<file path="src/rtl/pmd_pkg.sv">
// Package for the manufacturer command decoder: command codes, transaction
// kinds, reset values and fixed encodings.
// Assumes one system clock; the link layer hands over whole transactions.
package pmd_pkg;

  // ****************************************
  // Command codes
  // ****************************************
  localparam logic [7:0] CMD_CLEAR_FAULTS = 8'h03;
  localparam logic [7:0] CMD_VOUT_MODE = 8'h20;
  localparam logic [7:0] CMD_MARGIN_HIGH = 8'h25;
  localparam logic [7:0] CMD_MARGIN_LOW = 8'h26;
  localparam logic [7:0] CMD_STATUS_WORD = 8'h79;
  localparam logic [7:0] CMD_READ_VOUT = 8'h8B;
  localparam logic [7:0] CMD_TEMP_OTHER = 8'h8E;
  localparam logic [7:0] CMD_POWER_OUT = 8'h96;
  localparam logic [7:0] CMD_POWER_IN = 8'h97;
  localparam logic [7:0] CMD_PROTO_REV = 8'h98;
  localparam logic [7:0] CMD_MODEL = 8'h9A;
  localparam logic [7:0] CMD_SI_REV = 8'h9B;
  localparam logic [7:0] CMD_PCALL_WRITE = 8'hD0;
  localparam logic [7:0] CMD_PCALL_READ = 8'hD1;
  localparam logic [7:0] CMD_OVERCLOCK = 8'hD2;
  localparam logic [7:0] CMD_SET_INDEX = 8'hD3;
  localparam logic [7:0] CMD_FETCH_BYTE = 8'hD4;
  localparam logic [7:0] CMD_DIRECT_WRITE = 8'hD5;
  localparam logic [7:0] CMD_SEC_ADDR = 8'hD6;
  localparam logic [7:0] CMD_EFFICIENCY = 8'hD7;
  localparam logic [7:0] CMD_MASK_WORD = 8'hD8;
  localparam logic [7:0] CMD_MASK_TEMP = 8'hD9;
  localparam logic [7:0] CMD_MASK_COMM = 8'hDA;
  localparam logic [7:0] CMD_MASK_MFR = 8'hDB;

  // ****************************************
  // Transaction kinds on cmd_kind_in
  // ****************************************
  localparam logic [2:0] KIND_SEND = 3'h0;
  localparam logic [2:0] KIND_WBYTE = 3'h1;
  localparam logic [2:0] KIND_WWORD = 3'h2;
  localparam logic [2:0] KIND_RBYTE = 3'h3;
  localparam logic [2:0] KIND_RWORD = 3'h4;
  localparam logic [2:0] KIND_BLOCK = 3'h5;
  localparam logic [2:0] KIND_PCALL = 3'h6;

  // ****************************************
  // Reset values and fixed encodings
  // ****************************************
  localparam logic [7:0] VOUT_MODE_RST = 8'h17;
  localparam logic [4:0] VOUT_EXP_MAX = 5'h01;
  localparam logic [4:0] VOUT_EXP_MIN = 5'h10;
  localparam logic [7:0] PROTO_REV_CODE = 8'h12;
  localparam logic [7:0] SEC_ADDR_RST = 8'h00;
  localparam logic [15:0] OVERCLOCK_RST = 16'h0000;
  localparam logic [15:0] MASK_WORD_RST = 16'h0000;
  localparam logic [7:0] MASK_BYTE_RST = 8'h00;
  localparam logic [15:0] MARGIN_RST = 16'h0000;
  localparam logic [7:0] INDEX_RST = 8'h00;
  localparam logic [1:0] CNT_NONE = 2'h0;
  localparam logic [1:0] CNT_BYTE = 2'h1;
  localparam logic [1:0] CNT_WORD = 2'h2;
  localparam int ZERO_FLAG_BIT = 11;

  // ****************************************
  // Telemetry exponents of the linear format
  // ****************************************
  localparam logic [4:0] TEMP_EXP = 5'h00;
  localparam logic [4:0] POWER_EXP = 5'h00;
  localparam logic [4:0] EFF_EXP = 5'h00;

  typedef enum logic {PMD_IDLE, PMD_REG_RD} pmd_state_t;

endpackage : pmd_pkg

</file>
<file path="src/rtl/pmd_decoder.sv">
// Decoder for the upper manufacturer command set of the regulator's
// management port, with telemetry packing and status masking.
// Assumes a link layer on mclk_in that delivers one decoded transaction at a
// time and an internal register file that answers reads one cycle later.

// Behaviour
// - 8Eh word returns other loop temperature
// - 96h word returns output power
// - 97h word returns input power
// - 98h byte reports revisions 1.1 and 1.2
// - 9Ah/9Bh block reads, two bytes, model/revision
// - D0h process call writes internal register
// - D1h process call reads internal register
// - D2h word sets overclocking profile options
// - D3h byte stores the read index
// - D4h byte reads register at stored index
// - D5h word: index low, value high
// - D6h bits 6..0 set secondary address
// - D6h bit 7 enables secondary bus
// - D7h word returns efficiency percent, linear
// - D8h word masks status word bits
// - D9h/DAh/DBh mask temperature, comm, manufacturer status
// - Output zero flag sticks until clear faults
// - Telemetry packed as exponent and signed mantissa
// - Sixteen-bit format only for output voltage commands
// - Voltage exponent from mode, mantissa unsigned
// - 03h send byte clears latched faults
// - Mode default exponent -9, range 1..-16
module pmd_decoder
  import pmd_pkg::*;
#(
  parameter logic [7:0] MODEL_LOW = 8'h3C, // Arbitrary value
  parameter logic [7:0] MODEL_ID = 8'h5A,  // Arbitrary value
  parameter logic [7:0] SI_REV = 8'h02     // Arbitrary value
) (
  // Clock, reset, enable
  input wire logic mclk_in,
  input wire logic rst_in,
  input wire logic ce_in,
  // Transaction request
  input wire logic cmd_valid_in,
  input wire logic [7:0] cmd_code_in,
  input wire logic [2:0] cmd_kind_in,
  input wire logic [15:0] cmd_data_in,
  output logic cmd_ready_out,
  // Transaction answer
  output logic rsp_valid_out,
  output logic [15:0] rsp_data_out,
  output logic [1:0] rsp_count_out,
  output logic rsp_error_out,
  // Internal register file
  output logic reg_wr_out,
  output logic reg_rd_out,
  output logic [7:0] reg_addr_out,
  output logic [7:0] reg_wdata_out,
  input wire logic [7:0] reg_rdata_in,
  // Telemetry
  input wire logic [10:0] thermistor_other_in,
  input wire logic [10:0] pout_mant_in,
  input wire logic [10:0] pin_mant_in,
  input wire logic [10:0] eff_mant_in,
  input wire logic [15:0] vout_mant_in,
  input wire logic vout_zero_in,
  // Status and masks
  input wire logic [15:0] status_word_in,
  output logic [15:0] status_word_out,
  output logic [7:0] mask_temp_out,
  output logic [7:0] comm_status_suppress_out,
  output logic [7:0] mask_mfr_out,
  output logic clear_faults_out,
  // Configuration
  output logic [15:0] overclock_out,
  output logic [6:0] sec_addr_out,
  output logic sec_en_out,
  output logic [4:0] vout_exp_out,
  output logic [15:0] margin_high_out,
  output logic [15:0] margin_low_out
);

  // ****************************************
  // State
  // ****************************************
  pmd_state_t state_r, state_nxt;
  logic [7:0] index_r, index_nxt;
  logic [15:0] oc_r, oc_nxt;
  logic [7:0] sec_r, sec_nxt;
  logic [7:0] vmode_r, vmode_nxt;
  logic [15:0] mhi_r, mhi_nxt, mlo_r, mlo_nxt;
  logic [15:0] mword_r, mword_nxt;
  logic [7:0] mtemp_r, mtemp_nxt, mcomm_r, mcomm_nxt, mmfr_r, mmfr_nxt;
  logic zero_r, zero_nxt, zprev_r, zprev_nxt;
  logic rv_r, rv_nxt, rerr_r, rerr_nxt, clr_r, clr_nxt;
  logic [15:0] rdat_r, rdat_nxt;
  logic [1:0] rcnt_r, rcnt_nxt;
  logic rwr_r, rwr_nxt, rrd_r, rrd_nxt;
  logic [7:0] raddr_r, raddr_nxt, rwd_r, rwd_nxt;
  logic [15:0] stat_r, stat_nxt;
  logic taken, wb, ww, rb, rw;
  logic [4:0] mode_exp;

  assign taken = cmd_valid_in && state_r == PMD_IDLE;
  assign wb = cmd_kind_in == KIND_WBYTE;
  assign ww = cmd_kind_in == KIND_WWORD;
  assign rb = cmd_kind_in == KIND_RBYTE;
  assign rw = cmd_kind_in == KIND_RWORD;
  assign mode_exp = cmd_data_in[4:0];

  // Decode of one transaction and next values of all state
  always_comb begin
    state_nxt = state_r;
    index_nxt = index_r;
    oc_nxt = oc_r;
    sec_nxt = sec_r;
    vmode_nxt = vmode_r;
    mhi_nxt = mhi_r;
    mlo_nxt = mlo_r;
    mword_nxt = mword_r;
    mtemp_nxt = mtemp_r;
    mcomm_nxt = mcomm_r;
    mmfr_nxt = mmfr_r;
    zprev_nxt = vout_zero_in;
    zero_nxt = zero_r;
    rv_nxt = 1'b0;
    rerr_nxt = 1'b0;
    clr_nxt = 1'b0;
    rdat_nxt = rdat_r;
    rcnt_nxt = rcnt_r;
    rwr_nxt = 1'b0;
    rrd_nxt = 1'b0;
    raddr_nxt = raddr_r;
    rwd_nxt = rwd_r;
    stat_nxt = status_word_in & ~mword_r;
    stat_nxt[ZERO_FLAG_BIT] = zero_r & ~mword_r[ZERO_FLAG_BIT];
    if (state_r == PMD_REG_RD) begin
      // Register file answers one cycle after the read strobe
      rv_nxt = 1'b1;
      rdat_nxt = {8'h00, reg_rdata_in};
      state_nxt = PMD_IDLE;
    end else if (taken) begin
      rv_nxt = 1'b1;
      rdat_nxt = 16'h0000;
      rcnt_nxt = CNT_NONE;
      if (cmd_code_in == CMD_CLEAR_FAULTS && cmd_kind_in == KIND_SEND) begin
        clr_nxt = 1'b1;
        zero_nxt = 1'b0;
      end else if (cmd_code_in == CMD_VOUT_MODE && wb) begin
        // Only linear mode with exponent 1 down to -16 is taken
        if (cmd_data_in[7:5] == 3'h0 && (mode_exp <= VOUT_EXP_MAX || mode_exp >= VOUT_EXP_MIN)) begin
          vmode_nxt = cmd_data_in[7:0];
        end else begin
          rerr_nxt = 1'b1;
        end
      end else if (cmd_code_in == CMD_VOUT_MODE && rb) begin
        rdat_nxt = {8'h00, vmode_r};
        rcnt_nxt = CNT_BYTE;
      end else if (cmd_code_in == CMD_MARGIN_HIGH && ww) begin
        mhi_nxt = cmd_data_in;
      end else if (cmd_code_in == CMD_MARGIN_HIGH && rw) begin
        rdat_nxt = mhi_r;
        rcnt_nxt = CNT_WORD;
      end else if (cmd_code_in == CMD_MARGIN_LOW && ww) begin
        mlo_nxt = cmd_data_in;
      end else if (cmd_code_in == CMD_MARGIN_LOW && rw) begin
        rdat_nxt = mlo_r;
        rcnt_nxt = CNT_WORD;
      end else if (cmd_code_in == CMD_STATUS_WORD && rw) begin
        rdat_nxt = stat_r;
        rcnt_nxt = CNT_WORD;
      end else if (cmd_code_in == CMD_READ_VOUT && rw) begin
        rdat_nxt = vout_mant_in;
        rcnt_nxt = CNT_WORD;
      end else if (cmd_code_in == CMD_TEMP_OTHER && rw) begin
        rdat_nxt = {TEMP_EXP, thermistor_other_in};
        rcnt_nxt = CNT_WORD;
      end else if (cmd_code_in == CMD_POWER_OUT && rw) begin
        rdat_nxt = {POWER_EXP, pout_mant_in};
        rcnt_nxt = CNT_WORD;
      end else if (cmd_code_in == CMD_POWER_IN && rw) begin
        rdat_nxt = {POWER_EXP, pin_mant_in};
        rcnt_nxt = CNT_WORD;
      end else if (cmd_code_in == CMD_PROTO_REV && rb) begin
        rdat_nxt = {8'h00, PROTO_REV_CODE};
        rcnt_nxt = CNT_BYTE;
      end else if (cmd_code_in == CMD_MODEL && cmd_kind_in == KIND_BLOCK) begin
        rdat_nxt = {MODEL_ID, MODEL_LOW};
        rcnt_nxt = CNT_WORD;
      end else if (cmd_code_in == CMD_SI_REV && cmd_kind_in == KIND_BLOCK) begin
        rdat_nxt = {SI_REV, MODEL_LOW};
        rcnt_nxt = CNT_WORD;
      end else if (cmd_code_in == CMD_PCALL_WRITE && cmd_kind_in == KIND_PCALL) begin
        rwr_nxt = 1'b1;
        raddr_nxt = cmd_data_in[7:0];
        rwd_nxt = cmd_data_in[15:8];
        rdat_nxt = cmd_data_in;
        rcnt_nxt = CNT_WORD;
      end else if (cmd_code_in == CMD_PCALL_READ && cmd_kind_in == KIND_PCALL) begin
        rv_nxt = 1'b0;
        rrd_nxt = 1'b1;
        raddr_nxt = cmd_data_in[7:0];
        rcnt_nxt = CNT_WORD;
        state_nxt = PMD_REG_RD;
      end else if (cmd_code_in == CMD_OVERCLOCK && ww) begin
        oc_nxt = cmd_data_in;
      end else if (cmd_code_in == CMD_SET_INDEX && wb) begin
        index_nxt = cmd_data_in[7:0];
      end else if (cmd_code_in == CMD_FETCH_BYTE && rb) begin
        rv_nxt = 1'b0;
        rrd_nxt = 1'b1;
        raddr_nxt = index_r;
        rcnt_nxt = CNT_BYTE;
        state_nxt = PMD_REG_RD;
      end else if (cmd_code_in == CMD_DIRECT_WRITE && ww) begin
        rwr_nxt = 1'b1;
        raddr_nxt = cmd_data_in[7:0];
        rwd_nxt = cmd_data_in[15:8];
      end else if (cmd_code_in == CMD_SEC_ADDR && wb) begin
        sec_nxt = cmd_data_in[7:0];
      end else if (cmd_code_in == CMD_SEC_ADDR && rb) begin
        rdat_nxt = {8'h00, sec_r};
        rcnt_nxt = CNT_BYTE;
      end else if (cmd_code_in == CMD_EFFICIENCY && rw) begin
        rdat_nxt = {EFF_EXP, eff_mant_in};
        rcnt_nxt = CNT_WORD;
      end else if (cmd_code_in == CMD_MASK_WORD && ww) begin
        mword_nxt = cmd_data_in;
      end else if (cmd_code_in == CMD_MASK_WORD && rw) begin
        rdat_nxt = mword_r;
        rcnt_nxt = CNT_WORD;
      end else if (cmd_code_in == CMD_MASK_TEMP && wb) begin
        mtemp_nxt = cmd_data_in[7:0];
      end else if (cmd_code_in == CMD_MASK_TEMP && rb) begin
        rdat_nxt = {8'h00, mtemp_r};
        rcnt_nxt = CNT_BYTE;
      end else if (cmd_code_in == CMD_MASK_COMM && wb) begin
        mcomm_nxt = cmd_data_in[7:0];
      end else if (cmd_code_in == CMD_MASK_COMM && rb) begin
        rdat_nxt = {8'h00, mcomm_r};
        rcnt_nxt = CNT_BYTE;
      end else if (cmd_code_in == CMD_MASK_MFR && wb) begin
        mmfr_nxt = cmd_data_in[7:0];
      end else if (cmd_code_in == CMD_MASK_MFR && rb) begin
        rdat_nxt = {8'h00, mmfr_r};
        rcnt_nxt = CNT_BYTE;
      end else begin
        rerr_nxt = 1'b1; // Unknown code or wrong protocol
      end
    end
    // Rising edge of the zero level sets the flag; set beats clear
    if (vout_zero_in && !zprev_r) begin
      zero_nxt = 1'b1;
    end
  end

  // Registers, frozen while the clock enable is low
  always_ff @(posedge mclk_in) begin
    if (rst_in) begin
      state_r <= PMD_IDLE;
      index_r <= INDEX_RST;
      oc_r <= OVERCLOCK_RST;
      sec_r <= SEC_ADDR_RST;
      vmode_r <= VOUT_MODE_RST;
      mhi_r <= MARGIN_RST;
      mlo_r <= MARGIN_RST;
      mword_r <= MASK_WORD_RST;
      mtemp_r <= MASK_BYTE_RST;
      mcomm_r <= MASK_BYTE_RST;
      mmfr_r <= MASK_BYTE_RST;
      zero_r <= 1'b0;
      zprev_r <= 1'b0;
      rv_r <= 1'b0;
      rerr_r <= 1'b0;
      clr_r <= 1'b0;
      rdat_r <= 16'h0000;
      rcnt_r <= CNT_NONE;
      rwr_r <= 1'b0;
      rrd_r <= 1'b0;
      raddr_r <= 8'h00;
      rwd_r <= 8'h00;
      stat_r <= 16'h0000;
    end else if (ce_in) begin
      state_r <= state_nxt;
      index_r <= index_nxt;
      oc_r <= oc_nxt;
      sec_r <= sec_nxt;
      vmode_r <= vmode_nxt;
      mhi_r <= mhi_nxt;
      mlo_r <= mlo_nxt;
      mword_r <= mword_nxt;
      mtemp_r <= mtemp_nxt;
      mcomm_r <= mcomm_nxt;
      mmfr_r <= mmfr_nxt;
      zero_r <= zero_nxt;
      zprev_r <= zprev_nxt;
      rv_r <= rv_nxt;
      rerr_r <= rerr_nxt;
      clr_r <= clr_nxt;
      rdat_r <= rdat_nxt;
      rcnt_r <= rcnt_nxt;
      rwr_r <= rwr_nxt;
      rrd_r <= rrd_nxt;
      raddr_r <= raddr_nxt;
      rwd_r <= rwd_nxt;
      stat_r <= stat_nxt;
    end
  end

  // Outputs straight from flip-flops, except cmd_ready_out, which is gated by rst_in and ce_in
  assign cmd_ready_out = state_r == PMD_IDLE && !rst_in ? ce_in : 1'b0;
  assign rsp_valid_out = rv_r;
  assign rsp_data_out = rdat_r;
  assign rsp_count_out = rcnt_r;
  assign rsp_error_out = rerr_r;
  assign reg_wr_out = rwr_r;
  assign reg_rd_out = rrd_r;
  assign reg_addr_out = raddr_r;
  assign reg_wdata_out = rwd_r;
  assign status_word_out = stat_r;
  assign mask_temp_out = mtemp_r;
  assign comm_status_suppress_out = mcomm_r;
  assign mask_mfr_out = mmfr_r;
  assign clear_faults_out = clr_r;
  assign overclock_out = oc_r;
  assign sec_addr_out = sec_r[6:0];
  assign sec_en_out = sec_r[7];
  assign vout_exp_out = vmode_r[4:0];
  assign margin_high_out = mhi_r;
  assign margin_low_out = mlo_r;

  logic take_ce;
  assign take_ce = taken && ce_in;
endmodule : pmd_decoder

</file>
<file path="config.mk">
export PLATFORM = sky130hd
export DESIGN_NAME = pmd_decoder
export DESIGN_NICKNAME = d
export VERILOG_FILES = /design/src/rtl/pmd_pkg.sv /design/src/rtl/pmd_decoder.sv
export SDC_FILE = /design/constraint.sdc
export NUM_CORES = 1
export LEC_CHECK = 0
export BUFFER_PORTS_ARGS = -buffer_cell sky130_fd_sc_hd__buf_2
export CORE_MARGIN = 3
export CORE_UTILIZATION = 25
export CTS_BUF_LIST = sky130_fd_sc_hd__clkbuf_8
export CTS_CLUSTER_SIZE = 8
export DETAILED_ROUTE_END_ITERATION = 6
export PLACE_DENSITY = 0.52
export SLEW_MARGIN = 40
export SYNTH_ARGS = -nofsm -noshare
export SYNTH_HDL_FRONTEND = slang
export SYNTH_SLANG_ARGS = --single-unit
</file>
<file path="constraint.sdc">
create_clock -name mclk_in -period 3.16 [get_ports mclk_in]
set_input_delay 0.158 -clock mclk_in [delete_from_list [all_inputs] [get_ports mclk_in]]
set_output_delay 0.158 -clock mclk_in [all_outputs]
set_load 0.02 [all_outputs]
</file>
# [Yosys cells after proc, flatten, opt, wreduce, memory -nomap -nowiden]
# Index checks and enable logic that the tools add are counted.
[op_classes] n_div=0 shift=0 n_mul=0 n_lt_le_gt_ge=2 reduce_logical=61 mux=188 eq_ne=37 addsub=0 n_bitwise=35
[ops] op="2-to-1 mux 16 bit" n=28
[ops] op="== test 8 bit, second input constant" n=19
[ops] op="2-to-1 mux 8 bit" n=18
[ops] op="2-to-1 mux 1 bit" n=116
[ops] op="2-to-1 mux 2 bit" n=26
[ops] op="AND reduction 21 bit" n=2
[ops] op="logical AND 1 bit" n=36
[ops] op="AND reduction 34 bit" n=1
[ops] op="NOT 1 bit" n=32
[ops] op="AND reduction 32 bit" n=1
[ops] op="AND reduction 30 bit" n=1
[ops] op="AND reduction 28 bit" n=1
[ops] op="AND reduction 25 bit" n=1
[ops] op="== test 8 x 6 -> 1 bit, second input constant" n=3
[ops] op="AND reduction 23 bit" n=1
[ops] op="AND reduction 22 bit" n=1
[ops] op="AND 16 bit" n=1
[ops] op="NOT 16 bit" n=1
[ops] op="== test 3 bit, second input constant" n=3
[ops] op="AND reduction 9 bit" n=1
[ops] op="== test 8 x 2 -> 1 bit, second input constant" n=1
[ops] op="== test 8 x 7 -> 1 bit, second input constant" n=1
[ops] op="!= test 2 bit, second input constant" n=4
[ops] op="nonzero test 2 bit" n=4
[ops] op="16 further kinds" n=20
[word_totals] latchBits=0 wordCells=345 out_inout_bits=141 mem_count=0 ram_bits=0 mem_bits_ro=0 in_bits=116 regBits=169

# [Longest topological paths before layout]
# Gate-level depths: netlist of run 1.
[logic_depth] ltp_word=36 depth_mapped=10 depth_no_buf=6

# [Least setup slack after synthesis of run 1]
# Ideal clock, no wire load.
[synth_timing] kind="flip-flop to flip-flop" from="reg reg_rd_out (netlist name)" to="reg mword_r[10]" stages_incl_launch_ff=9 arrival_ps=2458 required_ps=3032 setup_ps=128 path_buffers=2 path_slack_ps=574 cell_sequence="dfxtp_1 nand3b_1 a31oi_2 or4b_1 buf_4 nor4_4 buf_6 mux2i_1 nor2_1"
[synth_rtl] item="to (signal assigned)" line="pmd_decoder.sv:288" rtl="mword_r <= mword_nxt;"
[synth_rtl] item="to (decl)" line="pmd_decoder.sv:89" rtl="logic [15:0] mword_r, mword_nxt;"

==> flow_summary.ini, run 1 <==
[run_status]
status = completed

[cts]
cts_resized = 0
clkSlewWorstSetupHoldPaths_ns = 0.11
post_cts_buffers = 0
tritoncts = done
cts_buffers = 17
clk-insertion-delay-late_ns = 0.48
clkSinkCount = 169
h-tree-depth = 4
clock_path_buffers = 2
cts_hold_buffers = 17
clockRootBuffer = clkbuf_8

[finish]
final_common_cell = buf_2
final_cell_count_no_fill = 1690
layout-drive-gt1-share_pct = 29.78
multiInputGateArea_um2 = 4790
regArea_um2 = 3383
final_cell_mix = buf_2 (254), dfxtp_1 (169), nor2_1 (157)
fill_cells = 3653
fin_nets = 1342
area_delta_synth_final_pct = 29.84

[drt]
wirelength_um = 39500
drc = 0
drt-initial-drc-count = 797
drtAntennaViolNets = 0
routed_via_density = 5.193
post_drt_wl_per_cell_um = 23.38
drtPass1Iterations = 6
vias = 8776

[timing]
fin_crit_sh_pct = 81.30
slew_viol_final = 0
finClkSkew_ns = 0.01947
setup_viol = 0
setup_tns_ns = 0
worst_pin_slew_ns = 0.7928
slew_headroom_pct = 46.43
period_needed_ns = 2.569
finalHoldViolations = 0
rsz0062_at_grt = false
fmax_mhz = 389.2
holdWs_ns = 0.05283

[critical_path]
cp-end-kind = flip-flop
worstSetupPathType = flip-flop to flip-flop
r2r_start = reg_rd_out
cp-startpoint = reg_rd_out
crit_end = comm_status_suppress_out[2]
critical_path.top_delay_family = simple AND/OR/NAND/NOR gates
rr_endpoint = comm_status_suppress_out[2]
ff2ff_setup_slack_ns = 0.59
reg2reg_depth = 7
critical_path.cell_chain = nand3b_1, a31oi_2, or4b_1, buf_4, nor3_4, mux2i_1, nor2_1
critPathLaunchType = flip-flop
cp.depth = 7
crit_arrival_ns = 2.93
worstPathMaxFanout = 8
critical_path_buf_inv_count = 1
max_stage_delay_ns = 0.54
required_ns = 3.52
critPathSlowestCell = or4b_1

[global_route]
grt_use_total_pct = 20.96
grt_pass1_wl_um = 56240
grt_pass1_vias = 8387
antenna_found_initial = 5
grt_start_max_net_pins = 74
grt-ovfl-total = 0

[floorplanning]
die_area_um2 = 36540
initial_utilization_pct = 25.43
row_count = 67
die_w_um = 191.2
dieHeight_um = 191.2
coreArea_um2 = 33700
boundaryPins = 257

[placed_design]
post-dp-hpwl_um = 29670
gp_congestion = 0.9505
dp_cells = 1637
numPortBuffers = 255

[synth]
async_flop_share_pct = 0
synth_warnings = 0
synthFlopType = dfxtp_1
synth_cell_types = 77
synth_cells = 963
synth_nets = 1079
synth_top_area_share_pct = 39.47
synth_edf_count = 0
synth_area_leaders = dfxtp_1 (39%), mux2i_1 (15%), nor2_1 (6.9%), a21oi_1 (2.3%), clkbuf_1 (2.3%)
yosys.area.top_type = dfxtp_1
post_synth.cell_area_avg_um2 = 8.900
synth_seq_cells = 169
syn_area_um2 = 8571
ys_seq_area_share_pct = 39.47

[power]
netSwitchingFraction_pct = 30.11
clock_power_share_pct = 38.5
p_int_mw = 2.973
pwr-share-comb_pct = 10.5
p_seq_share_pct = 51.0
max-vdd-ir-drop_mv = 0.2441
p_per_area_nw_per_um2 = 382.2
switchingPower_mw = 1.281
power_leakage_nw = 4.890

[flow_run]
cap_violations = 0

[worst_hold_path]
hold_class = primary input to flip-flop
[Yosys cell counts (4+ instances only)]
cell type  number
a211o_1         6
a211oi_1       20
a21oi_1        40
a221o_1         4
a221oi_1        7
a222oi_1        9
a22o_1         18
a22oi_1         9
a311oi_1        4
a31oi_1         4
a32o_1          4
and3_1          4
buf_1           6
buf_2          14
buf_4           8
clkbuf_1       52
dfxtp_1       169
inv_1           8
mux2i_1       126
nand2_1        47
nand2b_1       12
nand3_1        12
nand3b_1       19
nand4_1         7
nand4b_1        5
nor2_1        158
nor2b_1        17
nor3_1         15
nor3b_1         9
nor4_1          4
nor4b_1         4
nor4bb_1        7
o21ai_0        15
o21bai_1        4
o221ai_1        8
o22ai_1        22
o311ai_0        4
o31ai_1         6
or2_2           5
or4_1           7
[cells by family (layout without fill, tap and decap cells)]
kind of cell	count (synthesis)	in the layout	synth area share, %
AOI/OAI and AO/OA	212	212	18.10
DFF	169	169	39.47
other	0	3	0
muxes	126	126	14.72
and+or+nand+nor	363	363	22.70
buffers and inverters	91	367	4.803
xor gates and xnor gates	2	2	0.2044
[per-stage QoR]
stage | power (mW) | cell area, um^2 | setup slack [ns] | util (%)
4_1_cts | 4.306 | 11110 | 0.5434 | 32.97
3_3_place_gp | 2.640 | 10520 | 0.3092 | 31.22
6_report | 4.253 | 11130 | 0.5908 | 33.02
2_1_floorplan | 2.413 | 8571 | 0.5743 | -
3_5_place_dp | 2.643 | 10520 | 0.3095 | 31.22
5_1_grt | 4.426 | 11130 | 0.4557 | 33.02
[state kept, by name, summed over array words and instances, names as in the netlist, 2 cells and up]
signal	count
margin_high_out	16
margin_low_out	16
mword_r	16
overclock_out	16
rsp_data_out	16
status_word_out	16
comm_status_suppress_out	8
index_r	8
mask_mfr_out	8
mask_temp_out	8
reg_addr_out	8
reg_wdata_out	8
sec_r	8
vmode_r	8
rsp_count_out	2
[cell type report]
class | count | share of cell area (%)
Antenna cell | 3 | 0.06746
Clock buffer | 17 | 2.103
Clock inverter | 15 | 1.642
Inverter | 8 | 0.2698
Multi-Input combinational cell | 703 | 43.04
Sequential cell | 169 | 30.40
Tap cell | 448 | 5.037
Timing Repair Buffer | 327 | 17.44
[worst min path at each step]
stage | from | cells past startpoint | endpoint
floorplan | cmd_data_in[10] | 2 | margin_high_out[10]
global placement | vout_zero_in | 3 | zprev_r
detailed placement | vout_zero_in | 3 | zprev_r
CTS | cmd_data_in[12] | 3 | mword_r[12]
global route | cmd_data_in[11] | 3 | mword_r[11]
finish | cmd_data_in[11] | 3 | mword_r[11]
[power by group through the flow]
stage	sequential, mW	clock (mW)	combinational [mW]
6_report	2.17	1.64	0.449
5_1_grt	2.17	1.78	0.478
4_1_cts	2.17	1.69	0.445
3_5_place_dp	2.22	0	0.426
3_3_place_gp	2.22	0	0.425
2_1_floorplan	2.23	0	0.182
[routing by layer]
layer  track usage [%]  vias up  routed length (um)
li1                  -     4101                   -
met1             29.04     4163               17670
met2             31.78      457               17180
met3             5.208       51                3451
met4             7.028        4                1183
met5                 0        -                  21
[worst min-delay path, delay by kind of cell]
kind,cells,cell delay (ns)
simple gates,1,0.07
mux,1,0.10
buf+inv,1,0.18
(Power assumes the default switching activity.)
==> run 2, diff against run 1 <==
--- a/config.mk
+++ b/config.mk
@@ -5,13 +5,14 @@
 export SDC_FILE = /design/constraint.sdc
 export NUM_CORES = 1
 export LEC_CHECK = 0
+export ABC_AREA = 1
 export BUFFER_PORTS_ARGS = -buffer_cell sky130_fd_sc_hd__buf_2
 export CORE_MARGIN = 3
 export CORE_UTILIZATION = 25
 export CTS_BUF_LIST = sky130_fd_sc_hd__clkbuf_8
 export CTS_CLUSTER_SIZE = 8
 export DETAILED_ROUTE_END_ITERATION = 6
-export PLACE_DENSITY = 0.52
+export PLACE_DENSITY = 0.53
 export SLEW_MARGIN = 40
 export SYNTH_ARGS = -nofsm -noshare
 export SYNTH_HDL_FRONTEND = slang
==> constraint.sdc (replaced) <==
create_clock -name mclk_in -period 2.2 [get_ports mclk_in]
set_input_delay 0.11 -clock mclk_in [delete_from_list [all_inputs] [get_ports mclk_in]]
set_output_delay 0.11 -clock mclk_in [all_outputs]
set_load 0.02 [all_outputs]
==> run 2 against run 1 <==
  * Sequential power grew 43%
  * Clock skew is 0.0032 ns lower
  * Synthesized cell count grew 25%
  * Largest cell class unchanged
  * Critical endpoint is now sec_r[5]
==> flow_summary.ini, run 2 <==
[run_status]
status = completed

[flow_run]
cap_violations = 0

[power]
switchingPower_mw = 1.791
netSwitchingFraction_pct = 30.17
p_seq_share_pct = 52.4
p_int_mw = 4.147
pwr-share-comb_pct = 10.7
power_leakage_nw = 5.388
max-vdd-ir-drop_mv = 0.3368
p_per_area_nw_per_um2 = 510.5
clock_power_share_pct = 36.9

[drt]
drt-initial-drc-count = 789
drtAntennaViolNets = 0
drtPass1Iterations = 5
drc = 0
post_drt_wl_per_cell_um = 20.32
wirelength_um = 41390
routed_via_density = 4.829
vias = 9837

[placed_design]
numPortBuffers = 255
place_ws_ns = -0.1360
gp_congestion = 0.9926
dp_cells = 1969
post-dp-hpwl_um = 32610

[floorplanning]
boundaryPins = 257
die_w_um = 187.8
initial_utilization_pct = 25.78
die_area_um2 = 35250
row_count = 65
coreArea_um2 = 32040
dieHeight_um = 187.8

[synth]
synth_area_leaders = dfxtp_1 (41%), a21oi_1 (9.4%), nand2_1 (8.9%), o21ai_0 (8.1%), nor2_1 (6.3%)
synth_warnings = 0
ys_seq_area_share_pct = 40.96
synth_nets = 1317
synth.most_common_cell = nand2_1
post_synth.cell_area_avg_um2 = 6.877
syn_area_um2 = 8259
yosys.area.top_type = dfxtp_1
netlist_top_cells_count = nand2_1 (196), dfxtp_1 (169), a21oi_1 (155)
synthFlopType = dfxtp_1
synth_cells = 1201
synth_edf_count = 0
synth_cell_types = 36
async_flop_share_pct = 0
synth_top_area_share_pct = 40.96
synth_seq_cells = 169

[cts]
post_cts_buffers = 0
clkSinkCount = 169
clkSlewWorstSetupHoldPaths_ns = 0.10
clk-insertion-delay-late_ns = 0.50
tritoncts = done
clock_path_buffers = 2
clockRootBuffer = clkbuf_8
cts_buffers = 17
h-tree-depth = 4

[timing]
slew_viol_final = 0
fin_crit_sh_pct = 92.65
slew_headroom_pct = 50.40
finClkSkew_ns = 0.01628
fmax_mhz = 490.6
fin_ws_ns = 0.1616
finalHoldViolations = 0
rsz0062_at_grt = true
period_needed_ns = 2.038
setup_viol = 0
worst_pin_slew_ns = 0.7432

[critical_path]
reg2reg_depth = 12
critPathLaunchType = flip-flop
worstPathMaxFanout = 16
critical_path.cell_chain = nor2_1, inv_1, nor2_2, nand2_2, nor3_4, inv_2, nor2_2, inv_2, buf_4, nor2_4, nor2_1, a211oi_1
cp.depth = 12
max_stage_delay_ns = 0.34
crit_arrival_ns = 2.44
critical_path.top_delay_family = simple AND/OR/NAND/NOR gates
cp-end-kind = flip-flop
worstSetupPathType = flip-flop to flip-flop
required_ns = 2.60
critPathSlowestCell = nor2_4
critical_path_buf_inv_count = 4

[worst_hold_path]
hold_depth = 3
hold_class = primary input to flip-flop

[finish]
fin_nets = 1704
layout-drive-gt1-share_pct = 29.67
final_common_cell = buf_2
area_delta_synth_final_pct = 40.83
final_cell_mix = buf_2 (255), nand2_1 (196), dfxtp_1 (169)
final_cell_count_no_fill = 2037

[global_route]
grt_pass1_vias = 9457
grt_start_max_net_pins = 79
grt_pass1_wl_um = 59790
antenna_found_initial = 1
grt_use_total_pct = 22.76
grt-ovfl-total = 0
-- run 2: changes by cell type in the layout (fill, tap and decap cells not counted), sizes merged, moves of 10 or more --
cell / before / now
nand2: 48 / 203
nand3: 14 / 63
o21ai: 18 / 143
a21oi: 40 / 155
mux2i: 126 / 0
nand2b: 12 / 0
a22o: 18 / 0
nor2b: 17 / 0
a211oi: 20 / 30
inv: 14 / 157
dlygate4sd3: 17 / 34
buf: 310 / 390
nand3b: 19 / 0
o211ai: 3 / 13
-- run 2: cells by family after synthesis --
logic type             Yosys count  synth area share (%)
buffers and inverters          206                 10.18
AOI/OAI and AO/OA              373                 25.01
DFF                            169                 40.96
and+or+nand+nor                453                 23.85
-- run 2: metrics by stage --
stage	cell area [um^2]	utilization [%]	TNS, ns	total power, mW	hold WS, ns
floorplan	8259	-	0	3.393	0.2449
global placement	10910	34.05	-2.376	3.763	0.3833
detailed placement	10920	34.07	-1.048	3.762	0.3748
CTS	11620	36.26	0	5.997	0.003766
global route	11630	36.30	-0.001395	6.167	0.04190
finish	11630	36.30	0	5.938	0.04034
-- run 2: worst min-delay path: stages --
cell and delay, ns:
buf_2 0.17, o21ai_0 0.17, a21oi_1 0.04
-- run 2: area by class of cell --
type | instances | area [um^2]
clock buffers | 17 | 234.0
inverters | 149 | 559.3
diodes | 1 | 2.502
multi-input cells | 827 | 4049
repair buffers | 424 | 2730
fillers | 3580 | 20410
flip-flops and latches | 169 | 3383
well taps | 435 | 544.3
clock inverters | 15 | 128.9
-- run 2: power by group through the flow --
stage               clock network [mW]  registers, mW  logic, mW
floorplan                            0           3.21      0.184
global placement                     0           3.18      0.582
detailed placement                   0           3.18      0.581
CTS                               2.26           3.11      0.630
global route                      2.37           3.12      0.677
finish                            2.19           3.11      0.633
-- run 2: repair_timing --
| action | 4_1_cts | 5_1_grt |
|---|---|---|
| hold buffers | 34 | 0 |
| endpoints found under the hold margin | 54 | 0 |
| gates resized for setup | 0 | 0 |
| endpoints found under the setup margin | 0 | 4 |
-- run 2: worst paths after layout --
check | slack [ns] | endpoint | start
setup / recovery | 0.16 | sec_r[5] | reg_rd_out
hold reg to reg | 0.45 | overclock_out[3] | overclock_out[3]
hold / removal | 0.04 | mword_r[2] | cmd_data_in[2]
setup reg to reg | 0.16 | sec_r[5] | reg_rd_out
-- run 2: metal layers --
metal / part of all wire, % / track usage [%]
met2: 47 / 37.53
met5: 0 / 0
met1: 44 / 30.32
met4: 2.0 / 6.378
met3: 7.0 / 4.506
